==> config.mk <==
export PLATFORM = sky130hd
export DESIGN_NAME = tcc_compare_timer
export DESIGN_NICKNAME = d
export VERILOG_FILES = /design/src/logic/tcc_pkg.sv /design/src/logic/tcc_compare_timer.sv
export SDC_FILE = /design/constraint.sdc
export NUM_CORES = 1
export LEC_CHECK = 0
export ABC_AREA = 1
export BUFFER_PORTS_ARGS = -buffer_cell sky130_fd_sc_hd__buf_2
export CORE_MARGIN = 5
export CORE_UTILIZATION = 45
export CTS_BUF_LIST = sky130_fd_sc_hd__clkbuf_8
export DETAILED_ROUTE_END_ITERATION = 8
export PLACE_DENSITY = 0.8
export SYNTH_ARGS = -nofsm -noshare
export SYNTH_HDL_FRONTEND = slang
export SYNTH_SLANG_ARGS = --single-unit
==> constraint.sdc <==
create_clock -name clk -period 3.85 [get_ports clk]
set_input_delay 0.77 -clock clk [delete_from_list [all_inputs] [get_ports clk]]
set_output_delay 0.77 -clock clk [all_outputs]
set_load 0.01 [all_outputs]
==> src/logic/tcc_pkg.sv <==
// constants and carriers of the 8-bit timer compare block
// assumes an APB slave with 32-bit data and byte addresses
package tcc_pkg;
  // register byte addresses
  localparam logic [7:0] CTRL_OFS = 8'h00;
  localparam logic [7:0] COUNT_OFS = 8'h04;
  localparam logic [7:0] COMPARE_OFS = 8'h08;
  localparam logic [7:0] FLAGS_OFS = 8'h0C;
  localparam logic [7:0] MASK_OFS = 8'h10;
  localparam logic [7:0] PORT_OFS = 8'h14;
  // control register fields
  localparam int MODE_LSB = 0;
  localparam int ACTION_LSB = 2;
  localparam int CLKSEL_LSB = 4;
  localparam int FORCE_BIT = 7;
  // flag and mask bit positions
  localparam int OVF_BIT = 0;
  localparam int CMP_BIT = 1;
  // port register bit positions
  localparam int LATCH_BIT = 0;
  localparam int DIR_BIT = 1;
  localparam int STATE_BIT = 2;
  // counter landmarks and reset values
  localparam logic [7:0] BOTTOM = 8'h00;
  localparam logic [7:0] MAX = 8'hFF;
  localparam logic [7:0] COUNT_RST = 8'h00;
  localparam logic [7:0] COMPARE_RST = 8'h00;
  localparam logic [2:0] CLK_STOPPED = 3'h0;

  typedef enum logic [1:0] {
    MODE_NORMAL = 2'h0,
    MODE_PCPWM = 2'h1,
    MODE_CLEAR_ON_MATCH = 2'h2,
    MODE_FASTPWM = 2'h3
  } tcc_mode_e;

  typedef enum logic [1:0] {
    ACT_NONE = 2'h0,
    ACT_TOGGLE = 2'h1,
    ACT_CLEAR = 2'h2,
    ACT_SET = 2'h3
  } tcc_action_e;

  typedef struct packed {
    tcc_mode_e mode;
    tcc_action_e action;
    logic [2:0] clockSel;
  } tcc_ctrl_s;

  typedef struct packed {
    logic overflow;
    logic compare;
  } tcc_flags_s;
endpackage

==> src/logic/tcc_compare_timer.sv <==
// 8-bit timer/counter with one output compare unit and its pin override
// assumes an APB master on clk, and a prescaler tick on the same clock
`timescale 1ns/1ns
module tcc_compare_timer (
  input wire logic clk, // 20 MHz system clock
  input wire logic resetn, // asynchronous active-low reset
  input wire logic timerTickIn, // one-cycle enable from prescaler or edge detector
  input wire logic globalIrqEnable, // global interrupt enable from cpu_status_word
  input wire logic compareIrqAck, // compare interrupt being serviced
  input wire logic overflowIrqAck, // overflow interrupt being serviced
  input wire logic psel, // APB select
  input wire logic penable, // APB enable
  input wire logic pwrite, // APB direction
  input wire logic [7:0] paddr, // APB byte address
  input wire logic [31:0] pwdata, // APB write data
  output logic [31:0] prdata, // APB read data
  output logic pready, // APB ready
  output logic pslverr, // APB error on unmapped address
  output logic compareIrq, // compare interrupt request
  output logic overflowIrq, // overflow interrupt request
  output logic pinOut, // pin output value
  output logic pinOen // pin output enable, low while driving
);
  logic rstMeta;
  logic rstn;
  tcc_pkg::tcc_ctrl_s ctrl;
  tcc_pkg::tcc_flags_s flags;
  tcc_pkg::tcc_flags_s mask;
  logic [7:0] countValue;
  logic [7:0] compareActive;
  logic [7:0] compareBuffer;
  logic countingDown;
  logic writeBlock;
  logic compareOutputState;
  logic portOutputLatch;
  logic pinDirection;
  logic tick;
  logic pwmMode;
  logic match;
  logic matchEvent;
  logic atTop;
  logic wrap;
  logic setupPhase;
  logic accessPhase;
  logic wrEn;
  logic addrOk;
  logic wrCtrl;
  logic wrCount;
  logic wrCompare;
  logic wrFlags;
  logic forceStrobe;
  logic next_state;
  logic [7:0] next_count;
  logic next_down;

  always_ff @(posedge clk or negedge resetn) begin
    if (!resetn) begin
      rstMeta <= 1'b0;
      rstn <= 1'b0;
    end else begin
      rstMeta <= 1'b1;
      rstn <= rstMeta;
    end
  end

  // bus decode
  assign setupPhase = psel && !penable;
  assign accessPhase = psel && penable;
  assign addrOk = (paddr == tcc_pkg::CTRL_OFS) || (paddr == tcc_pkg::COUNT_OFS) ||
                  (paddr == tcc_pkg::COMPARE_OFS) || (paddr == tcc_pkg::FLAGS_OFS) ||
                  (paddr == tcc_pkg::MASK_OFS) || (paddr == tcc_pkg::PORT_OFS);
  assign pready = 1'b1;
  assign pslverr = accessPhase && !addrOk;
  assign wrEn = accessPhase && pwrite;
  assign wrCtrl = wrEn && (paddr == tcc_pkg::CTRL_OFS);
  assign wrCount = wrEn && (paddr == tcc_pkg::COUNT_OFS);
  assign wrCompare = wrEn && (paddr == tcc_pkg::COMPARE_OFS);
  assign wrFlags = wrEn && (paddr == tcc_pkg::FLAGS_OFS);
  assign forceStrobe = wrCtrl && pwdata[tcc_pkg::FORCE_BIT] && !pwmMode;

  assign tick = timerTickIn && (ctrl.clockSel != tcc_pkg::CLK_STOPPED);
  assign pwmMode = (ctrl.mode == tcc_pkg::MODE_PCPWM) || (ctrl.mode == tcc_pkg::MODE_FASTPWM);
  assign match = (countValue == compareActive);
  assign matchEvent = tick && match && !writeBlock;
  assign atTop = (countValue == tcc_pkg::MAX);

  // counting sequence, chosen by mode alone
  always_comb begin
    next_count = countValue;
    next_down = countingDown;
    case (ctrl.mode)
      tcc_pkg::MODE_NORMAL: begin
        next_count = 8'(countValue + 8'h01);
        next_down = 1'b0;
      end
      tcc_pkg::MODE_CLEAR_ON_MATCH: begin
        next_count = (match && !writeBlock) ? tcc_pkg::BOTTOM : 8'(countValue + 8'h01);
        next_down = 1'b0;
      end
      tcc_pkg::MODE_FASTPWM: begin
        next_count = atTop ? tcc_pkg::BOTTOM : 8'(countValue + 8'h01);
        next_down = 1'b0;
      end
      default: begin
        if (atTop) begin
          next_down = 1'b1;
        end else if (countValue == tcc_pkg::BOTTOM) begin
          next_down = 1'b0;
        end
        next_count = next_down ? 8'(countValue - 8'h01) : 8'(countValue + 8'h01);
      end
    endcase
  end

  assign wrap = (ctrl.mode == tcc_pkg::MODE_PCPWM) ? (countingDown && countValue == 8'h01)
                                                   : (atTop && next_count == tcc_pkg::BOTTOM);

  always_ff @(posedge clk or negedge rstn) begin
    if (!rstn) begin
      countValue <= tcc_pkg::COUNT_RST;
      countingDown <= 1'b0;
    end else if (wrCount) begin
      countValue <= pwdata[7:0];
    end else if (tick) begin
      countValue <= next_count;
      countingDown <= next_down;
    end
  end

  always_ff @(posedge clk or negedge rstn) begin
    if (!rstn) begin
      writeBlock <= 1'b0;
    end else if (wrCount) begin
      writeBlock <= 1'b1;
    end else if (tick) begin
      writeBlock <= 1'b0;
    end
  end

  // compare value: direct access or double buffer
  always_ff @(posedge clk or negedge rstn) begin
    if (!rstn) begin
      compareActive <= tcc_pkg::COMPARE_RST;
      compareBuffer <= tcc_pkg::COMPARE_RST;
    end else begin
      if (wrCompare) begin
        compareBuffer <= pwdata[7:0];
      end
      if (!pwmMode && wrCompare) begin
        compareActive <= pwdata[7:0];
      end else if (pwmMode && tick && (atTop || countValue == tcc_pkg::BOTTOM)) begin
        compareActive <= compareBuffer;
      end
    end
  end

  always_ff @(posedge clk or negedge rstn) begin
    if (!rstn) begin
      ctrl <= '{tcc_pkg::MODE_NORMAL, tcc_pkg::ACT_NONE, tcc_pkg::CLK_STOPPED};
    end else if (wrCtrl) begin
      ctrl.mode <= tcc_pkg::tcc_mode_e'(pwdata[tcc_pkg::MODE_LSB +: 2]);
      ctrl.action <= tcc_pkg::tcc_action_e'(pwdata[tcc_pkg::ACTION_LSB +: 2]);
      ctrl.clockSel <= pwdata[tcc_pkg::CLKSEL_LSB +: 3];
    end
  end

  always_ff @(posedge clk or negedge rstn) begin
    if (!rstn) begin
      mask <= '0;
      portOutputLatch <= 1'b0;
      pinDirection <= 1'b0;
    end else if (wrEn && paddr == tcc_pkg::MASK_OFS) begin
      mask.overflow <= pwdata[tcc_pkg::OVF_BIT];
      mask.compare <= pwdata[tcc_pkg::CMP_BIT];
    end else if (wrEn && paddr == tcc_pkg::PORT_OFS) begin
      portOutputLatch <= pwdata[tcc_pkg::LATCH_BIT];
      pinDirection <= pwdata[tcc_pkg::DIR_BIT];
    end
  end

  // flags: a setting event wins over any clear in the same cycle
  always_ff @(posedge clk or negedge rstn) begin
    if (!rstn) begin
      flags <= '0;
    end else begin
      if (matchEvent) begin
        flags.compare <= 1'b1;
      end else if (compareIrqAck || (wrFlags && pwdata[tcc_pkg::CMP_BIT])) begin
        flags.compare <= 1'b0;
      end
      if (tick && wrap && !wrCount) begin
        flags.overflow <= 1'b1;
      end else if (overflowIrqAck || (wrFlags && pwdata[tcc_pkg::OVF_BIT])) begin
        flags.overflow <= 1'b0;
      end
    end
  end

  assign compareIrq = flags.compare && mask.compare && globalIrqEnable;
  assign overflowIrq = flags.overflow && mask.overflow && globalIrqEnable;

  // waveform generator
  always_comb begin
    next_state = compareOutputState;
    if (!pwmMode) begin
      if (matchEvent || forceStrobe) begin
        case (ctrl.action)
          tcc_pkg::ACT_TOGGLE: next_state = !compareOutputState;
          tcc_pkg::ACT_CLEAR: next_state = 1'b0;
          tcc_pkg::ACT_SET: next_state = 1'b1;
          default: next_state = compareOutputState;
        endcase
      end
    end else if (ctrl.mode == tcc_pkg::MODE_FASTPWM) begin
      if (matchEvent && ctrl.action == tcc_pkg::ACT_TOGGLE) begin
        next_state = !compareOutputState;
      end else if (matchEvent && ctrl.action[1]) begin
        next_state = ctrl.action[0];
      end else if (tick && wrap && ctrl.action[1]) begin
        next_state = !ctrl.action[0];
      end
    end else if (matchEvent && ctrl.action[1]) begin
      next_state = ctrl.action[0] ^ countingDown;
    end
  end

  always_ff @(posedge clk or negedge rstn) begin
    if (!rstn) begin
      compareOutputState <= 1'b0;
    end else begin
      compareOutputState <= next_state;
    end
  end

  always_ff @(posedge clk or negedge rstn) begin
    if (!rstn) begin
      pinOut <= 1'b0;
      pinOen <= 1'b1;
    end else begin
      pinOut <= (ctrl.action != tcc_pkg::ACT_NONE) ? next_state : portOutputLatch;
      pinOen <= !pinDirection;
    end
  end

  always_ff @(posedge clk or negedge rstn) begin
    if (!rstn) begin
      prdata <= '0;
    end else if (setupPhase && !pwrite) begin
      if (paddr == tcc_pkg::CTRL_OFS) begin
        prdata <= {25'h0, ctrl.clockSel, ctrl.action, ctrl.mode};
      end else if (paddr == tcc_pkg::COUNT_OFS) begin
        prdata <= {24'h0, countValue};
      end else if (paddr == tcc_pkg::COMPARE_OFS) begin
        prdata <= {24'h0, pwmMode ? compareBuffer : compareActive};
      end else if (paddr == tcc_pkg::FLAGS_OFS) begin
        prdata <= {30'h0, flags.compare, flags.overflow};
      end else if (paddr == tcc_pkg::MASK_OFS) begin
        prdata <= {30'h0, mask.compare, mask.overflow};
      end else if (paddr == tcc_pkg::PORT_OFS) begin
        prdata <= {29'h0, compareOutputState, pinDirection, portOutputLatch};
      end else begin
        prdata <= '0;
      end
    end
  end
endmodule

Yosys cells after proc, flatten, opt, wreduce, memory -nomap -nowiden

Index checks and enable logic that the tools add are counted.

Add/sub/neg operators: 2
Bitwise operators: 3
Multiplexer cells: 35
Equality and inequality tests: 14
Reductions and logical operators: 65

Operators with widths:

| kind                | number |
|---|---|
| $mux 32             | 3 |
| $mux 8              | 8 |
| $logic_and 1x1->1   | 33 |
| $logic_not 8->1     | 3 |
| $pmux 8 s3          | 1 |
| $mux 1              | 19 |
| $eq 8x4->1 const B  | 2 |
| $eq 8x5->1 const B  | 2 |
| $logic_or 1x1->1    | 10 |
| $reduce_bool 2->1   | 5 |
| $logic_not 1->1     | 9 |
| $mux 3              | 3 |
| $add 8x1->8 const B | 1 |
| $eq 2x2->1 const B  | 4 |
| $eq 8x1->1 const B  | 1 |
| $eq 8x3->1 const B  | 1 |
| $eq 8x8->1          | 1 |
| $eq 8x8->1 const B  | 1 |
| $sub 8x1->8 const B | 1 |
| $eq 2x1->1 const B  | 2 |
| $reduce_and 2->1    | 2 |
| $pmux 1 s3          | 1 |
| $reduce_bool 3->1   | 1 |
| $reduce_or 3->1     | 1 |
| other kinds (3)     | 4 |

Logic and storage cells: 139
Output and inout bits: 38
Bits of input ports: 49
Flip-flop bits (word level): 76

Longest topological paths before layout

Depth in word-level cells: 17
Mapped depth: 22
Depth with buffers taken out: 22

Worst setup path before layout

Ideal clock, no wire load.

Path type: input port to output port
Start: input port paddr[1]
End: output port pslverr
Required time: 3080 ps
Stages on the path: 6
Slack: 1567 ps
Arrival: 1513 ps
Cells stage by stage: nor2_1 inv_2 nor3_1 nand2_1 inv_1 nor4_1

Word-level cells in the longest chain between the ends: 8
Elaborated cells between the ends (all ways): 13
Classes of those cells: 5 x eq/ne; 8 x reduce/logical

RTL lines:

| item                                                 | RTL line                | source |
|---|---|---|
| start: declaration                                   | tcc_compare_timer.sv:14 | `input wire logic [7:0] paddr,` |
| $eq 8x3->1 / $logic_not 8->1 (equally long branches) | tcc_compare_timer.sv:69 | `assign addrOk = (paddr == tcc_pkg::CTRL_OFS) \|\| (paddr == tcc_pkg::COUNT_OFS) \|\|` |
| $logic_or 1x1->1 (2 in series)                       | tcc_compare_timer.sv:69 |  |
| $logic_or 1x1->1 (2 in series)                       | tcc_compare_timer.sv:70 | `(paddr == tcc_pkg::COMPARE_OFS) \|\| (paddr == tcc_pkg::FLAGS_OFS) \|\|` |
| $logic_or 1x1->1 *                                   | tcc_compare_timer.sv:71 | `(paddr == tcc_pkg::MASK_OFS) \|\| (paddr == tcc_pkg::PORT_OFS);` |
| $logic_not 1->1 *                                    | tcc_compare_timer.sv:73 | `assign pslverr = accessPhase && !addrOk;` |
| $logic_and 1x1->1 *                                  | tcc_compare_timer.sv:73 |  |
| end: declaration                                     | tcc_compare_timer.sv:18 | `output logic pslverr,` |

Mark *: on every way between the ends. The rest lies on a longest branch, timed or not.

Worst setup path in the final report

Start: register ctrl[5] (netlist name)
End: register countValue[5]

Word-level cells in the longest chain between the ends: 4
Elaborated cells between the ends (all ways): 6
Classes of those cells: 2 x eq/ne; 3 x mux; 1 x reduce/logical

RTL lines:

| item                                                 | RTL line                 | source |
|---|---|---|
| start: declaration                                   | tcc_compare_timer.sv:26  | `tcc_pkg::tcc_ctrl_s ctrl;` |
| start signal: assignment                             | tcc_compare_timer.sv:159 | `ctrl <= '{tcc_pkg::MODE_NORMAL, tcc_pkg::ACT_NONE, tcc_pkg::CLK_STOPPED};` |
| $eq 2x2->1 / $logic_not 2->1 (equally long branches) | tcc_compare_timer.sv:91  | `case (ctrl.mode)` |
| $pmux 8 s3 *                                         | tcc_compare_timer.sv:91  |  |
| $mux 8 *                                             | tcc_compare_timer.sv:124 | `end else if (tick) begin` |
| $mux 8 *                                             | tcc_compare_timer.sv:122 | `end else if (wrCount) begin` |
| end signal: assignment                               | tcc_compare_timer.sv:120 | `countValue <= tcc_pkg::COUNT_RST;` |
| end signal: assignment                               | tcc_compare_timer.sv:123 | `countValue <= pwdata[7:0];` |
| end signal: assignment                               | tcc_compare_timer.sv:125 | `countValue <= next_count;` |
| end: declaration                                     | tcc_compare_timer.sv:29  | `logic [7:0] countValue;` |

Mark *: on every way between the ends. The rest lies on a longest branch, timed or not. The select of a mux whose other input is x is not followed.
A chain may end at the register's enable or synchronous reset.

==> Flow_metrics.wiki <==
{| class="wikitable"
! Metric !! Value
|-
| Maximum buffer depth of the clock tree || 2
|-
| Class of the most critical hold timing path || input port to asynchronous set/reset pin
|-
| Share of Yosys cell area claimed by the top area cell type || 0.377
|-
| Pin count of the biggest net entering global routing || 51
|-
| Async SR Flop Fraction || 1.00
|-
| HPWL after detailed placement || between 6000 and 7000 um
|-
| Transition time at the pin with the least slew margin || about 1.1 ns
|-
| Setup slack of the most critical reg-to-reg path || 1.14 ns
|-
| Max Fclk || 369 MHz
|-
| Antenna diode instance count || 0
|-
| Post-Synthesis Cells || 457
|-
| Post-synthesis cell area || approximately 3400 sq um
|-
| Number of hold-slack violations in the final timing report || 0
|-
| First-pass detailed-route iteration total || 5
|-
| Number of design rule violations left after detail routing || 0
|-
| Post-synthesis average cell area || about 7.4 sq um
|-
| Total count of max-transition violations in the final report || 0
|-
| Share of the cycle needed by the critical path after routing || 0.704
|-
| Antenna violations before repair || 0
|-
| Row count || 31
|-
| CP max stage cell || dfrtp_1
|-
| Required time of the critical path || roughly 4 ns
|-
| Pwr per Cell Area || approximately 460 nW/um^2
|-
| Wire length on met3 || around 770 um
|-
| Initial DRC Count || just under 300
|-
| Routed metal-1 wire length || ~3500 um
|-
| Routability congestion estimate || 0.970
|-
| Storage cell area || 1300 sq um
|-
| # Post-CTS Setup Buffers || 0
|-
| Sequential share of the synthesized area || 0.385
|-
| Slowest cell delay on critical path || around 0.74 ns
|-
| Clk pin slew, worst setup/hold paths || approximately 0.090 ns
|-
| Critical path, cell by cell || clkinv_1 -> nor2_2 -> nand2_4 -> o41ai_1 -> a21oi_1 -> o211ai_1 -> o221ai_1
|-
| Total global routing track utilization || 0.182
|-
| Final Critical Period || between 2 and 3 ns
|-
| Relative slew margins || 0.269
|-
| Fill cell total of the finished layout || a little over 700
|-
| Post-synthesis cell type count || 45
|-
| Via count of the first global-routing pass || between 3,000 and 4,000
|-
| Footprint of the multi-input gates || about 1700 sq um
|-
| Kind of critical path || flip-flop to flip-flop
|-
| Worst Skew || between 0.007 and 0.008 ns
|-
| Die span in y || ~97 um
|-
| Remaining global-route overflow || 0
|-
| Clock insertion delay at the later pin of the skew report || around 0.3 ns
|-
| Critical Path AT || 2.89 ns
|-
| Dominant cell type by area after synthesis || dfrtp_1
|-
| Via Count || 3,197
|-
| Top-level port count || 87
|-
| Total number of clock tree sinks || 52
|-
| Synth Warn # || 0
|-
| RSZ-0062 raised after global routing || false
|-
| Core Area || ~7300 sq um
|-
| CP max FO || 20
|-
| CP endpoint kind || flip-flop
|-
| Most instantiated cells after synthesis || nand2_1, inv_1, dfrtp_1
|-
| Routed WL || roughly 8600 um
|-
| CTS tree || yes
|-
| Synthesis-stage register bit count || 52
|-
| Die area || just over 9000 sq um
|-
| Number of enable-type register cells in the synthesized netlist || 0
|-
| Number of antenna-violating nets in the routed design || 0
|-
| Initial cell density of the core || 0.464
|-
| Root cell of the clock tree || clkbuf_8
|-
| Startpoint Class || flip-flop
|-
| Cts bufs inserted || 5
|-
| Count of hold-fix buffers inserted at cts || 0
|-
| Top_reg_cell synth || dfrtp_1
|-
| Top cells by area, synth || dfrtp_1, nand2_1, inv_1, o21ai_0, buf_4
|-
| Library cell with the highest instance count after synthesis || nand2_1
|-
| Post-route insts no fill || between 500 and 600
|-
| Run status || completed
|-
| Setup-failing EPs final || 0
|-
| Worst IR drop on VDD || approximately 0.24 mV
|-
| # Max-Cap Violations || 0
|-
| Setup TNS Final || 0 ns
|-
| Die width || slightly below 100 um
|-
| Leak Pwr || ~0.0019 uW
|-
| Fraction of final layout cells sized beyond drive strength 1 || 0.157
|-
| Resized cells post-CTS || 0
|-
| # H-tree levels || 2
|-
| Layout Area Growth over Synthesis || 9.10%
|-
| Port Buffer Count || 37
|-
| Number of placed instances with taps included || 583
|-
| NumNets Final || 544
|-
| Routed length on met2 || just over 4000 um
|-
| Highest metal layer with signal wires || met4
|-
| First-pass GRT wire length || between 10,000 and 15,000 um
|-
| WL/cell || 14.5 um
|-
| Average vias per placed instance || roughly 5.4
|}
## where the power goes
group	leakage, uW	total [uW]	internal, uW	switching [uW]
Clock	0.0000695	432	257	175
Sequential	0.000652	692	596	96.9
Combinational	0.00114	561	198	363
## path summary, 6_finish.rpt
check                         from              end  cells after the start
min in group clk           rstMeta             rstn                      0
max in group asynchronous     rstn  portOutputLatch                      0
min                         resetn             rstn                      1
max                        ctrl[5]    countValue[5]                      7
min reg2reg                rstMeta             rstn                      0
max reg2reg                ctrl[5]    countValue[5]                      7
## layout make-up
type                            instances  area share
Sequential cell                        52       0.353
Timing Repair Buffer                   37      0.0502
Tap cell                               99      0.0336
Inverter                               67      0.0688
Clock inverter                          3      0.0173
Multi-Input combinational cell        328       0.458
Clock buffer                            5      0.0187
## layer usage
| layer | GRT usage | vias up |
|---|---|---|
| met2 | 0.306 | 174 |
| met3 | 0.0324 | 22 |
| met1 | 0.234 | 1471 |
| li1 | - | 1530 |
| met5 | 0 | - |
| met4 | 0.0691 | 0 |
## metrics by stage
step / setup WS [ns] / hold WS, ns / cell area (sq um) / util / power, uW
floorplan: 1.57 / 0.331 / 3470 / - / 1130
CTS: 1.21 / 0.228 / 3690 / 0.506 / 1680
global placement: 1.21 / 0.344 / 3560 / 0.488 / 1230
detailed placement: 1.15 / 0.354 / 3560 / 0.488 / 1250
finish: 1.14 / 0.234 / 3690 / 0.506 / 1690
global route: 0.902 / 0.219 / 3690 / 0.506 / 1780
## cell usage in the layout, fill, tap and decap left out, drive strengths merged, types with 3 or more instances in the layout
master  Yosys  layout
clkbuf      7       5
dfrtp      51      51
conb        2      26
xor2        5       5
buf        27      37
a221oi      5       5
nor4        3       3
inv        66      67
nand3      23      23
nand4       6       6
o31ai       4       4
o211ai      3       3
nand2     124     124
ha          4       4
o21ai      40      40
o22ai       4       4
nor2       37      37
o221ai     16      16
a21oi      10      10
nor3        7       7
## cells by family after synthesis
logic type / count (synthesis) / share of synthesized area
compound gates: 89 / 0.170
buf+inv: 101 / 0.142
other cells: 2 / 0.00222
fa+ha+maj: 4 / 0.0148
mux: 1 / 0.00296
xor+xnor: 6 / 0.0155
simple gates: 202 / 0.267
flops: 52 / 0.385
## critical path: cells and delay by family (launching register included)
kind / cells / cell delay (ns)
buffers and inverters: 1 / 0.40
AND/OR/NAND/NOR: 2 / 0.66
flip-flops: 1 / 0.74
AO/OA/AOI/OAI: 4 / 0.78
## state kept, by name (all words and copies together) (netlist names), 2 cells and up
| name | count |
|---|---|
| compareActive | 8 |
| compareBuffer | 8 |
| countValue | 8 |
| prdata | 8 |
| ctrl | 7 |
| flags | 2 |
| mask | 2 |
No activity file was read; power rests on OpenSTA's default activity.
